<file path="config.mk">
export PLATFORM = sky130hd
export DESIGN_NAME = smwt_ctrl
export DESIGN_NICKNAME = d
export VERILOG_FILES = /design/src/include/smwt_pkg.sv /design/src/include/smwt_clk_if.sv /design/src/smwt_clkdiv.sv /design/src/smwt_ctrl.sv
export SDC_FILE = /design/constraint.sdc
export NUM_CORES = 1
export LEC_CHECK = 0
export ABC_CLOCK_PERIOD_IN_PS = 14100
export BUFFER_PORTS_ARGS = -buffer_cell sky130_fd_sc_hd__buf_4
export CAP_MARGIN = 15
export CORE_ASPECT_RATIO = 1.75
export CORE_UTILIZATION = 40
export DETAILED_ROUTE_END_ITERATION = 10
export HOLD_SLACK_MARGIN = 0.1
export PLACE_DENSITY_LB_ADDON = 0.08
export SETUP_SLACK_MARGIN = 0.4
export SLEW_MARGIN = 25
export SYNTH_ARGS = -nofsm -noshare
export SYNTH_HDL_FRONTEND = slang
export SYNTH_SLANG_ARGS = --single-unit
</file>
<file path="constraint.sdc">
create_clock -name ref_clk -period 14.1 [get_ports ref_clk]
set_clock_uncertainty 0.1 [all_clocks]
set_input_delay 2.82 -clock ref_clk [delete_from_list [all_inputs] [get_ports ref_clk]]
set_output_delay 2.82 -clock ref_clk [all_outputs]
set_load 0.1 [all_outputs]
</file>
<file path="src/include/smwt_pkg.sv">
// Shared constants for the static memory write sequencer.
// Assumes every count is in memory-clock (ref_clk) cycles.
package smwt_pkg;

  // ---------------------------------------------------------------
  // Widths
  // ---------------------------------------------------------------
  localparam int ADDR_W  = 26;
  localparam int DATA_W  = 32;
  localparam int MASK_W  = 4;
  localparam int DLY_W   = 5;
  localparam int RECOV_W = 3;
  localparam int LAT_W   = 4;

  // ---------------------------------------------------------------
  // Phase lengths in cycles and the frequency code offset
  // ---------------------------------------------------------------
  localparam logic [DLY_W-1:0] ADDR_SETUP_CYC = 5'h01;  // Address before chip select.
  localparam logic [DLY_W-1:0] CS_SETUP_CYC   = 5'h02;  // Chip select before strobe.
  localparam logic [DLY_W-1:0] STROBE_HOLD_CYC = 5'h01; // Select, address, data after strobe.
  localparam logic [LAT_W-1:0] FREQ_CODE_OFFSET = 4'h1; // Latency code minus this is the frequency code.

  // ---------------------------------------------------------------
  // Sequencer states
  // ---------------------------------------------------------------
  typedef enum logic [2:0] {
    ST_IDLE  = 3'b000,
    ST_ADDR  = 3'b001,
    ST_CSSET = 3'b010,
    ST_WSTB  = 3'b011,
    ST_HOLD  = 3'b100,
    ST_NADDR = 3'b101,
    ST_RSTB  = 3'b110,
    ST_RECOV = 3'b111
  } smwt_state_t;

endpackage

</file>
<file path="src/include/smwt_clk_if.sv">
// Carrier between the sequencer and its sync flash clock divider.
// Assumes both ends sit on ref_clk.
`timescale 1ns/100ps
interface smwt_clk_if;
  logic div2;
  logic div4;
  logic sync_clk;
  modport ctrl (output div2, output div4, input sync_clk);
  modport div  (input div2, input div4, output sync_clk);
endinterface

</file>
<file path="src/smwt_clkdiv.sv">
// Sync flash clock divider: ref_clk divided by 1, 2 or 4.
// Assumes divider selects are quasi-static while flash is idle.
`timescale 1ns/100ps
module smwt_clkdiv (
  // Clock and reset
  input  wire logic ref_clk,
  input  wire logic rst,
  input  wire logic ce,
  // Divider carrier
  smwt_clk_if.div   cif
);

  logic [1:0] cnt_reg;
  logic [1:0] cnt_next;

  // ---------------------------------------------------------------
  // Free-running divide counter
  // ---------------------------------------------------------------
  // Count advances only while the clock enable is high.
  always_comb
  begin
    cnt_next = ce ? cnt_reg + 2'h1 : cnt_reg;
  end

  // Register the counter.
  always_ff @(posedge ref_clk or posedge rst)
  begin
    if (rst)
      cnt_reg <= 2'h0;
    else
      cnt_reg <= cnt_next;
  end

  // Divide by 4 wins over divide by 2; neither set passes the clock straight through. [RQ16]
  assign cif.sync_clk = cif.div4 ? cnt_reg[1] : (cif.div2 ? cnt_reg[0] : ref_clk);

endmodule // smwt_clkdiv

</file>
<file path="src/smwt_ctrl.sv">
// Static memory write/read sequencer for asynchronous flash and SRAM.
// Assumes request fields are on ref_clk; memory_data_bus_in comes from a pin.
// Operation
// RQ1: Frequency config code counts sync clocks from READ command to first data.
// RQ2: Latency code 0b0100 maps to frequency config code 3.
// RQ3: Address leads strobe by 3 cycles on first beat, 1 on later beats.
// RQ4: Address is valid exactly 1 cycle before chip select asserts.
// RQ5: Chip select asserts exactly 2 cycles before write strobe.
// RQ6: Chip select stays asserted exactly 1 cycle after strobe release.
// RQ7: Address holds exactly 1 cycle after strobe release.
// RQ8: Strobe low delay+1 cycles; data and masks lead release by delay+2.
// RQ9: Data and masks stay driven exactly 1 cycle after strobe release.
// RQ10: Chip select stays high at least twice recovery plus one cycles.
// RQ11: Flash write data valid at least 1.5 cycles before address change.
// RQ12: Flash write data may change when the address changes.
// RQ13: Data pins are driven throughout a write, whatever the masks.
// RQ14: SRAM byte masks act as byte enables; memory stores enabled bytes.
// RQ15: SRAM reads use the plain non-burst ROM read sequence.
// RQ16: Sync flash clock is memory clock divided by 1, 2 or 4.
// RQ17: A state machine with loaded cycle counters sequences every phase.
`timescale 1ns/100ps
module smwt_ctrl (
  // Clock, reset, enable
  input  wire logic                        ref_clk,
  input  wire logic                        rst,
  input  wire logic                        ce,
  // Timing configuration
  input  wire logic [smwt_pkg::DLY_W-1:0]  first_access_delay,
  input  wire logic [smwt_pkg::DLY_W-1:0]  next_access_delay,
  input  wire logic [smwt_pkg::RECOV_W-1:0] chip_select_recovery,
  input  wire logic [smwt_pkg::LAT_W-1:0]  first_access_latency_code,
  input  wire logic                        sync_clock_div2,
  input  wire logic                        sync_clock_div4,
  // Request port
  input  wire logic                        req_valid,
  output logic                             req_ready,
  input  wire logic                        req_write,
  input  wire logic                        req_flash,
  input  wire logic                        req_last,
  input  wire logic [smwt_pkg::ADDR_W-1:0] req_addr,
  input  wire logic [smwt_pkg::DATA_W-1:0] req_data,
  input  wire logic [smwt_pkg::MASK_W-1:0] req_mask,
  // Status
  output logic                             busy,
  output logic                             rd_valid,
  output logic [smwt_pkg::DATA_W-1:0]      rd_data,
  output logic [smwt_pkg::LAT_W-1:0]       frequency_config_code,
  // Memory pins
  output logic [smwt_pkg::ADDR_W-1:0]      mem_addr,
  output logic                             static_chip_select_n,
  output logic                             write_strobe_n,
  output logic                             read_strobe_n,
  output logic [smwt_pkg::MASK_W-1:0]      byte_mask_n,
  output logic [smwt_pkg::DATA_W-1:0]      memory_data_bus_out,
  output logic                             memory_data_bus_oe,
  input  wire logic [smwt_pkg::DATA_W-1:0] memory_data_bus_in,
  output logic                             sync_flash_clock
);

  smwt_pkg::smwt_state_t           st_reg, st_next;
  logic [smwt_pkg::DLY_W-1:0]      cnt_reg, cnt_next;
  logic                            flash_reg, flash_next;
  logic                            write_reg, write_next;
  logic [3:0]                      cs_gap_reg, cs_gap_next, rec_min_reg, rec_min_next;
  logic                            last_reg, last_next;
  logic [smwt_pkg::ADDR_W-1:0]     addr_reg, addr_next;
  logic [smwt_pkg::DATA_W-1:0]     wdat_reg, wdat_next;
  logic [smwt_pkg::MASK_W-1:0]     mask_reg, mask_next;
  logic                            oe_reg, oe_next;
  logic                            rdv_reg, rdv_next;
  logic [smwt_pkg::DATA_W-1:0]     rdat_reg, rdat_next;
  logic [smwt_pkg::LAT_W-1:0]      freq_code_reg, freq_code_next;
  logic [smwt_pkg::DATA_W-1:0]     din_s1_reg, din_s2_reg;
  logic [smwt_pkg::DLY_W-1:0]      dly;
  logic                            take;

  // ---------------------------------------------------------------
  // Sync flash clock divider
  // ---------------------------------------------------------------
  smwt_clk_if cif ();
  assign cif.div2 = sync_clock_div2;
  assign cif.div4 = sync_clock_div4;
  smwt_clkdiv u_clkdiv (
    .ref_clk (ref_clk),
    .rst     (rst),
    .ce      (ce),
    .cif     (cif)
  );
  assign sync_flash_clock = cif.sync_clk; // [RQ16]

  // ---------------------------------------------------------------
  // Read data pin synchroniser
  // ---------------------------------------------------------------
  // Two stages before any logic looks at the bus.
  always_ff @(posedge ref_clk or posedge rst)
  begin
    if (rst)
    begin
      din_s1_reg <= '0;
      din_s2_reg <= '0;
    end
    else if (ce)
    begin
      din_s1_reg <= memory_data_bus_in;
      din_s2_reg <= din_s1_reg;
    end
  end

  // ---------------------------------------------------------------
  // Sequencer
  // ---------------------------------------------------------------
  // Flash strobe width comes from the first-access field, SRAM from the next-access field.
  assign dly       = flash_reg ? first_access_delay : next_access_delay; // [RQ8]
  assign req_ready = ce && (st_reg == smwt_pkg::ST_IDLE || (st_reg == smwt_pkg::ST_HOLD && !last_reg));
  assign take      = req_ready && req_valid;

  // Next state, counters and pin values; phase lengths are loaded counters except the one-cycle ST_HOLD and ST_NADDR. [RQ17]
  always_comb
  begin
    st_next    = st_reg;
    cnt_next   = cnt_reg;
    flash_next = flash_reg;
    write_next = write_reg;
    // Count high select cycles, saturating, and keep the gap owed by the last access. [RQ10]
    cs_gap_next  = static_chip_select_n ? ((cs_gap_reg == 4'hf) ? cs_gap_reg : cs_gap_reg + 4'h1) : 4'h0;
    rec_min_next = static_chip_select_n ? rec_min_reg : {chip_select_recovery, 1'b0} + 4'h1;
    last_next  = last_reg;
    addr_next  = addr_reg;
    wdat_next  = wdat_reg;
    mask_next  = mask_reg;
    oe_next    = 1'b0;
    rdv_next   = 1'b0;
    rdat_next  = rdat_reg;
    // Latency code less one: code 0b0100 gives frequency code 3. [RQ1] [RQ2]
    freq_code_next = first_access_latency_code - smwt_pkg::FREQ_CODE_OFFSET;
    unique case (st_reg)
      smwt_pkg::ST_IDLE:
      begin
        if (take)
        begin
          st_next    = smwt_pkg::ST_ADDR;
          cnt_next   = smwt_pkg::ADDR_SETUP_CYC - 5'h01;
          flash_next = req_flash;
          write_next = req_write;
          last_next  = req_last || !req_write;
          addr_next  = req_addr;
          wdat_next  = req_data;
          mask_next  = req_mask;
        end
      end
      smwt_pkg::ST_ADDR:
      begin
        // Address alone for one cycle, then select. [RQ4]
        if (cnt_reg == 5'h00)
        begin
          st_next  = write_reg ? smwt_pkg::ST_CSSET : smwt_pkg::ST_RSTB;
          cnt_next = write_reg ? smwt_pkg::CS_SETUP_CYC - 5'h01 : dly;
        end
        else
          cnt_next = cnt_reg - 5'h01;
      end
      smwt_pkg::ST_CSSET:
      begin
        // Select leads strobe by two cycles; data goes out in the second. [RQ5] [RQ8]
        oe_next = (cnt_reg == 5'h01);
        if (cnt_reg == 5'h00)
        begin
          st_next  = smwt_pkg::ST_WSTB;
          cnt_next = dly;
          oe_next  = 1'b1;
        end
        else
          cnt_next = cnt_reg - 5'h01;
      end
      smwt_pkg::ST_WSTB:
      begin
        // Strobe low for delay plus one cycles, bus driven whatever the masks. [RQ8] [RQ13]
        oe_next = 1'b1;
        if (cnt_reg == 5'h00)
          st_next = smwt_pkg::ST_HOLD;
        else
          cnt_next = cnt_reg - 5'h01;
      end
      smwt_pkg::ST_HOLD:
      begin
        // One cycle of select, address, data and mask hold after release. [RQ6] [RQ7] [RQ9]
        if (take)
        begin
          // Next burst beat: address and data change together. [RQ3] [RQ12]
          st_next   = smwt_pkg::ST_NADDR;
          last_next = req_last;
          addr_next = req_addr;
          wdat_next = req_data;
          mask_next = req_mask;
          oe_next   = 1'b1;
        end
        else
        begin
          st_next  = smwt_pkg::ST_RECOV;
          cnt_next = {1'b0, chip_select_recovery, 1'b0}; // [RQ10]
        end
      end
      smwt_pkg::ST_NADDR:
      begin
        // Later beats set up the address one cycle before the strobe. [RQ3]
        st_next  = smwt_pkg::ST_WSTB;
        cnt_next = dly;
        oe_next  = 1'b1;
      end
      smwt_pkg::ST_RSTB:
      begin
        // Plain ROM-style read: select and read strobe for delay plus one cycles. [RQ15]
        if (cnt_reg == 5'h00)
        begin
          st_next   = smwt_pkg::ST_RECOV;
          cnt_next  = {1'b0, chip_select_recovery, 1'b0};
          rdv_next  = 1'b1;
          rdat_next = din_s2_reg;
        end
        else
          cnt_next = cnt_reg - 5'h01;
      end
      smwt_pkg::ST_RECOV:
      begin
        // Select stays high twice recovery plus one cycles before any new access. [RQ10]
        if (cnt_reg == 5'h00)
          st_next = smwt_pkg::ST_IDLE;
        else
          cnt_next = cnt_reg - 5'h01;
      end
    endcase
  end

  // Register the sequencer; the clock enable freezes everything.
  always_ff @(posedge ref_clk or posedge rst)
  begin
    if (rst)
    begin
      st_reg    <= smwt_pkg::ST_IDLE;
      cnt_reg   <= '0;
      flash_reg <= 1'b0;
      last_reg  <= 1'b1;
      write_reg <= 1'b0;
      cs_gap_reg  <= 4'hf;
      rec_min_reg <= 4'h1;
      addr_reg  <= '0;
      wdat_reg  <= '0;
      mask_reg  <= '0;
      oe_reg    <= 1'b0;
      rdv_reg   <= 1'b0;
      rdat_reg  <= '0;
      freq_code_reg <= '0;
    end
    else if (ce)
    begin
      st_reg    <= st_next;
      cnt_reg   <= cnt_next;
      flash_reg <= flash_next;
      last_reg  <= last_next;
      write_reg <= write_next;
      cs_gap_reg  <= cs_gap_next;
      rec_min_reg <= rec_min_next;
      addr_reg  <= addr_next;
      wdat_reg  <= wdat_next;
      mask_reg  <= mask_next;
      oe_reg    <= oe_next;
      rdv_reg   <= rdv_next;
      rdat_reg  <= rdat_next;
      freq_code_reg <= freq_code_next;
    end
  end

  // ---------------------------------------------------------------
  // Pin decode from registered state
  // ---------------------------------------------------------------
  // Masks low enable a byte lane; the memory keeps only enabled bytes. [RQ14]
  assign static_chip_select_n  = (st_reg == smwt_pkg::ST_IDLE || st_reg == smwt_pkg::ST_ADDR ||
                                  st_reg == smwt_pkg::ST_RECOV);
  assign write_strobe_n        = (st_reg != smwt_pkg::ST_WSTB);
  assign read_strobe_n         = (st_reg != smwt_pkg::ST_RSTB);
  assign mem_addr              = addr_reg;
  assign byte_mask_n           = ~mask_reg;
  assign memory_data_bus_out   = wdat_reg;
  assign memory_data_bus_oe    = oe_reg;
  assign busy                  = (st_reg != smwt_pkg::ST_IDLE);
  assign rd_valid              = rdv_reg;
  assign rd_data               = rdat_reg;
  assign frequency_config_code = freq_code_reg;

  // ---------------------------------------------------------------
  // Checks
  // ---------------------------------------------------------------
  AST_ADDR_BEFORE_CS: assert property (@(posedge ref_clk) disable iff (rst) // [RQ4]
    ce && $fell(static_chip_select_n) |-> $past(st_reg) == smwt_pkg::ST_ADDR)
    else $error("Chip select asserted without one address cycle.");
  AST_CS_TO_WE: assert property (@(posedge ref_clk) disable iff (rst) // [RQ5]
    ce && $fell(static_chip_select_n) && write_reg |-> ##1 ce [*1] ##0 !static_chip_select_n ##1 !write_strobe_n)
    else $error("Write strobe not two cycles after chip select.");
  AST_CS_HOLD: assert property (@(posedge ref_clk) disable iff (rst) // [RQ6]
    ce && $rose(write_strobe_n) |-> !static_chip_select_n)
    else $error("Chip select released with strobe.");
  AST_ADDR_HOLD: assert property (@(posedge ref_clk) disable iff (rst) // [RQ7]
    ce && $rose(write_strobe_n) |-> mem_addr == $past(mem_addr))
    else $error("Address changed at strobe release.");
  AST_DATA_HOLD: assert property (@(posedge ref_clk) disable iff (rst) // [RQ9]
    ce && $rose(write_strobe_n) |-> memory_data_bus_oe && memory_data_bus_out == $past(memory_data_bus_out))
    else $error("Write data not held after strobe release.");
  AST_DRIVE_DURING_WE: assert property (@(posedge ref_clk) disable iff (rst) // [RQ13]
    !write_strobe_n |-> memory_data_bus_oe)
    else $error("Data bus not driven while strobe low.");
  AST_RECOVERY: assert property (@(posedge ref_clk) disable iff (rst) // [RQ10]
    ce && $fell(static_chip_select_n) |-> cs_gap_reg >= rec_min_reg)
    else $error("Chip select recovery too short.");
  AST_FREQ_CODE: assert property (@(posedge ref_clk) disable iff (rst) // [RQ2]
    ce && first_access_latency_code == 4'h4 ##1 ce |-> frequency_config_code == 4'h3)
    else $error("Latency code 4 did not give frequency code 3.");
  AST_STROBE_WIDTH: assert property (@(posedge ref_clk) disable iff (rst) // [RQ8]
    ce && $fell(write_strobe_n) && dly == 5'h00 |-> ##1 write_strobe_n)
    else $error("Strobe width wrong for zero delay.");

endmodule // smwt_ctrl

</file>
==> reports/qor.txt <==
Initial Util = 0.412
Type of origin of the critical path = clock port
Crit. End Element = output port
Syn Nets = 606
Global-route total usage across every layer = 0.179
Die width = 104 um
FF/Latch Area = 0.00443 mm^2
Most crowded layer after global routing = met2
WP data arrival = 7.75 ns
Clock Pin Slew Worst Setup and Hold Paths = 0.06 ns
IO buf count = 225
Mapped cell area = 0.00725 mm^2
Initial antenna violation count = 0
Worst Path Buf+Inv = 3
Largest net degree at the start of global routing = 98
Worst-path cell chain = clkbuf_16 > clkbuf_16 > mux2i_1 > o21ai_0 > buf_4
# diodes = 0
YS warnings = 0
Via count = 4640
Number of global-route vias before repair = 5154
Setup CP Type = clock port to output port
Worst Reg-to-Reg Cells = 7
WL final = 15.7 mm
Count leader, synth = dfrtp_1
Seq/Total Area, Yosys = 0.611
Max Slew Vio Count = 0
First-pass GRT wire length = 25.8 mm
Post-synth top cells = 176 x dfrtp_1, 133 x mux2_2, 31 x mux2_4
Dpl hpwl = 10.9 mm
Die height = 180 um
Post-synth EDFFs = 0
Slowest-stage cell, CP = buf_4
Die ar. = 0.0187 mm^2
Worst-margin pin slew = 0.858 ns
Max Cap Viol = 0
Stages on worst setup path = 5
CP top delay family = buffers and inverters
RSZ-0062 raised after global routing = false
Flops & latches, synth = 177
CTS tree = yes
Met3 Use GR = 0.0633
Site Rows = 64
Drt pass-1 iters = 4
Postcts setup bufs = 0
Share of layout cells above drive strength 1 = 0.607
CORE AREA = 0.0176 mm^2
GRT Residual Overflow = 0
IO Count = 226
CP max stage delay = 0.24 ns
# setup viols final = 0
Routed Antenna Nets = 0
DR WL/cell = 16.5 um
Syn avg cell area = 15.0 um^2
Async set or reset register ratio after synthesis = 1.00
Vias per cell = 4.87
Hold WS = 0.389 ns
Layout area overhead = 34.9%
Crit-path max FO = 2
Gp weighted congestion = 0.801
Hold buffers post-CTS = 0
Worst Hold Class = flop to flop
Area share of the largest cell type after synthesis = 0.607
Worst hold stages = 2
Met2 GRT Util = 0.304
Final hold vios = 0
Syn Inst Count = 482
Post_cts resized = 0
Cell mode on critical path = clkbuf_16
CP required = 11.18 ns
Top_reg_cell synth = dfrtp_1
Starting DRC count in detailed routing = 158
Skew-Pair Late Insertion Delay = 0.53 ns
Post-route DRC = 0
Layout Nets = 833
Max-slew headroom = 0.428
Synth area leader = dfrtp_1
Fin Setup TNS = 0 ns
Fillers = 1486
Multi-input logic area = 0.00259 mm^2
Status = finished clean
Met1 Usage GRT = 0.192
Area contributors post-synth = dfrtp_1 61%, mux2_2 21%, mux2_4 6.4%, o21ai_0 0.90%, nand2_1 0.88%
Synth unique cells = 43
routing by layer:
| metal | part of all wire | vias to the layer above |
|---|---|---|
| li1 | - | 2143 |
| met1 | 0.38 | 2304 |
| met2 | 0.52 | 171 |
| met3 | 0.069 | 22 |
| met4 | 0.029 | 0 |
| met5 | 0 | - |
cell type report:
type | count | area share
Sequential cell | 177 | 0.453
Multi-Input combinational cell | 264 | 0.265
Timing Repair Buffer | 229 | 0.177
Clock buffer | 23 | 0.0547
Tap cell | 231 | 0.0295
Clock inverter | 12 | 0.0136
Inverter | 16 | 0.00665
stage by stage:
stage / setup slack (ns) / util / cell area [um^2] / std cells
after global placement: 3.73 / 0.516 / 9100 / 917
after global routing: 3.36 / 0.555 / 9780 / 952
final: 3.43 / 0.555 / 9780 / 952
after floorplan: 3.12 / - / 7250 / 482
after detailed placement: 3.73 / 0.516 / 9100 / 917
after CTS: 3.41 / 0.554 / 9760 / 951
tightest hold or removal path: stages (launching register included):
cell and delay [ns]:
dfstp_2 0.37, nand2_1 0.04, o21ai_0 0.07
kinds of logic after synthesis:
| kind of cell | synth area share |
|---|---|
| compound gates | 0.0336 |
| xor+xnor | 0.00845 |
| fa+ha+maj | 0.00690 |
| buf+inv | 0.0312 |
| flops | 0.611 |
| mux | 0.275 |
| simple gates | 0.0340 |
layout by cell type, fill, tap and decap left out, types with 2 or more instances in the layout:
| cell type | n |
|---|---|
| o21ai_0 | 13 |
| inv_6 | 4 |
| xor2_1 | 3 |
| nand3_1 | 5 |
| bufinv_16 | 2 |
| a222oi_1 | 2 |
| clkbuf_8 | 2 |
| mux2_2 | 133 |
| nand2_1 | 17 |
| mux2i_1 | 3 |
| clkbuf_16 | 20 |
| inv_1 | 15 |
| clkinv_2 | 3 |
| buf_4 | 228 |
| xnor2_1 | 4 |
| a21oi_1 | 10 |
| clkinvlp_4 | 3 |
| mux2_4 | 31 |
| nor2_1 | 9 |
| nor3_1 | 6 |
| ha_1 | 4 |
| nor2_2 | 2 |
| dfrtp_1 | 176 |
final timing paths:
path,start,end,slack [ns]
worst min register to register,last_reg,last_reg,0.39
worst min-delay path,last_reg,last_reg,0.39
worst max register to register,cnt_reg[0],rd_data[6],11.42
max in group asynchronous,rst,st_reg[2],10.25
worst max-delay path,ref_clk,sync_flash_clock,3.43
min in group asynchronous,rst,memory_data_bus_out[5],2.37
Power is not shown: default switching activity piles up to over one toggle a cycle in this logic, so the estimate is an artifact.
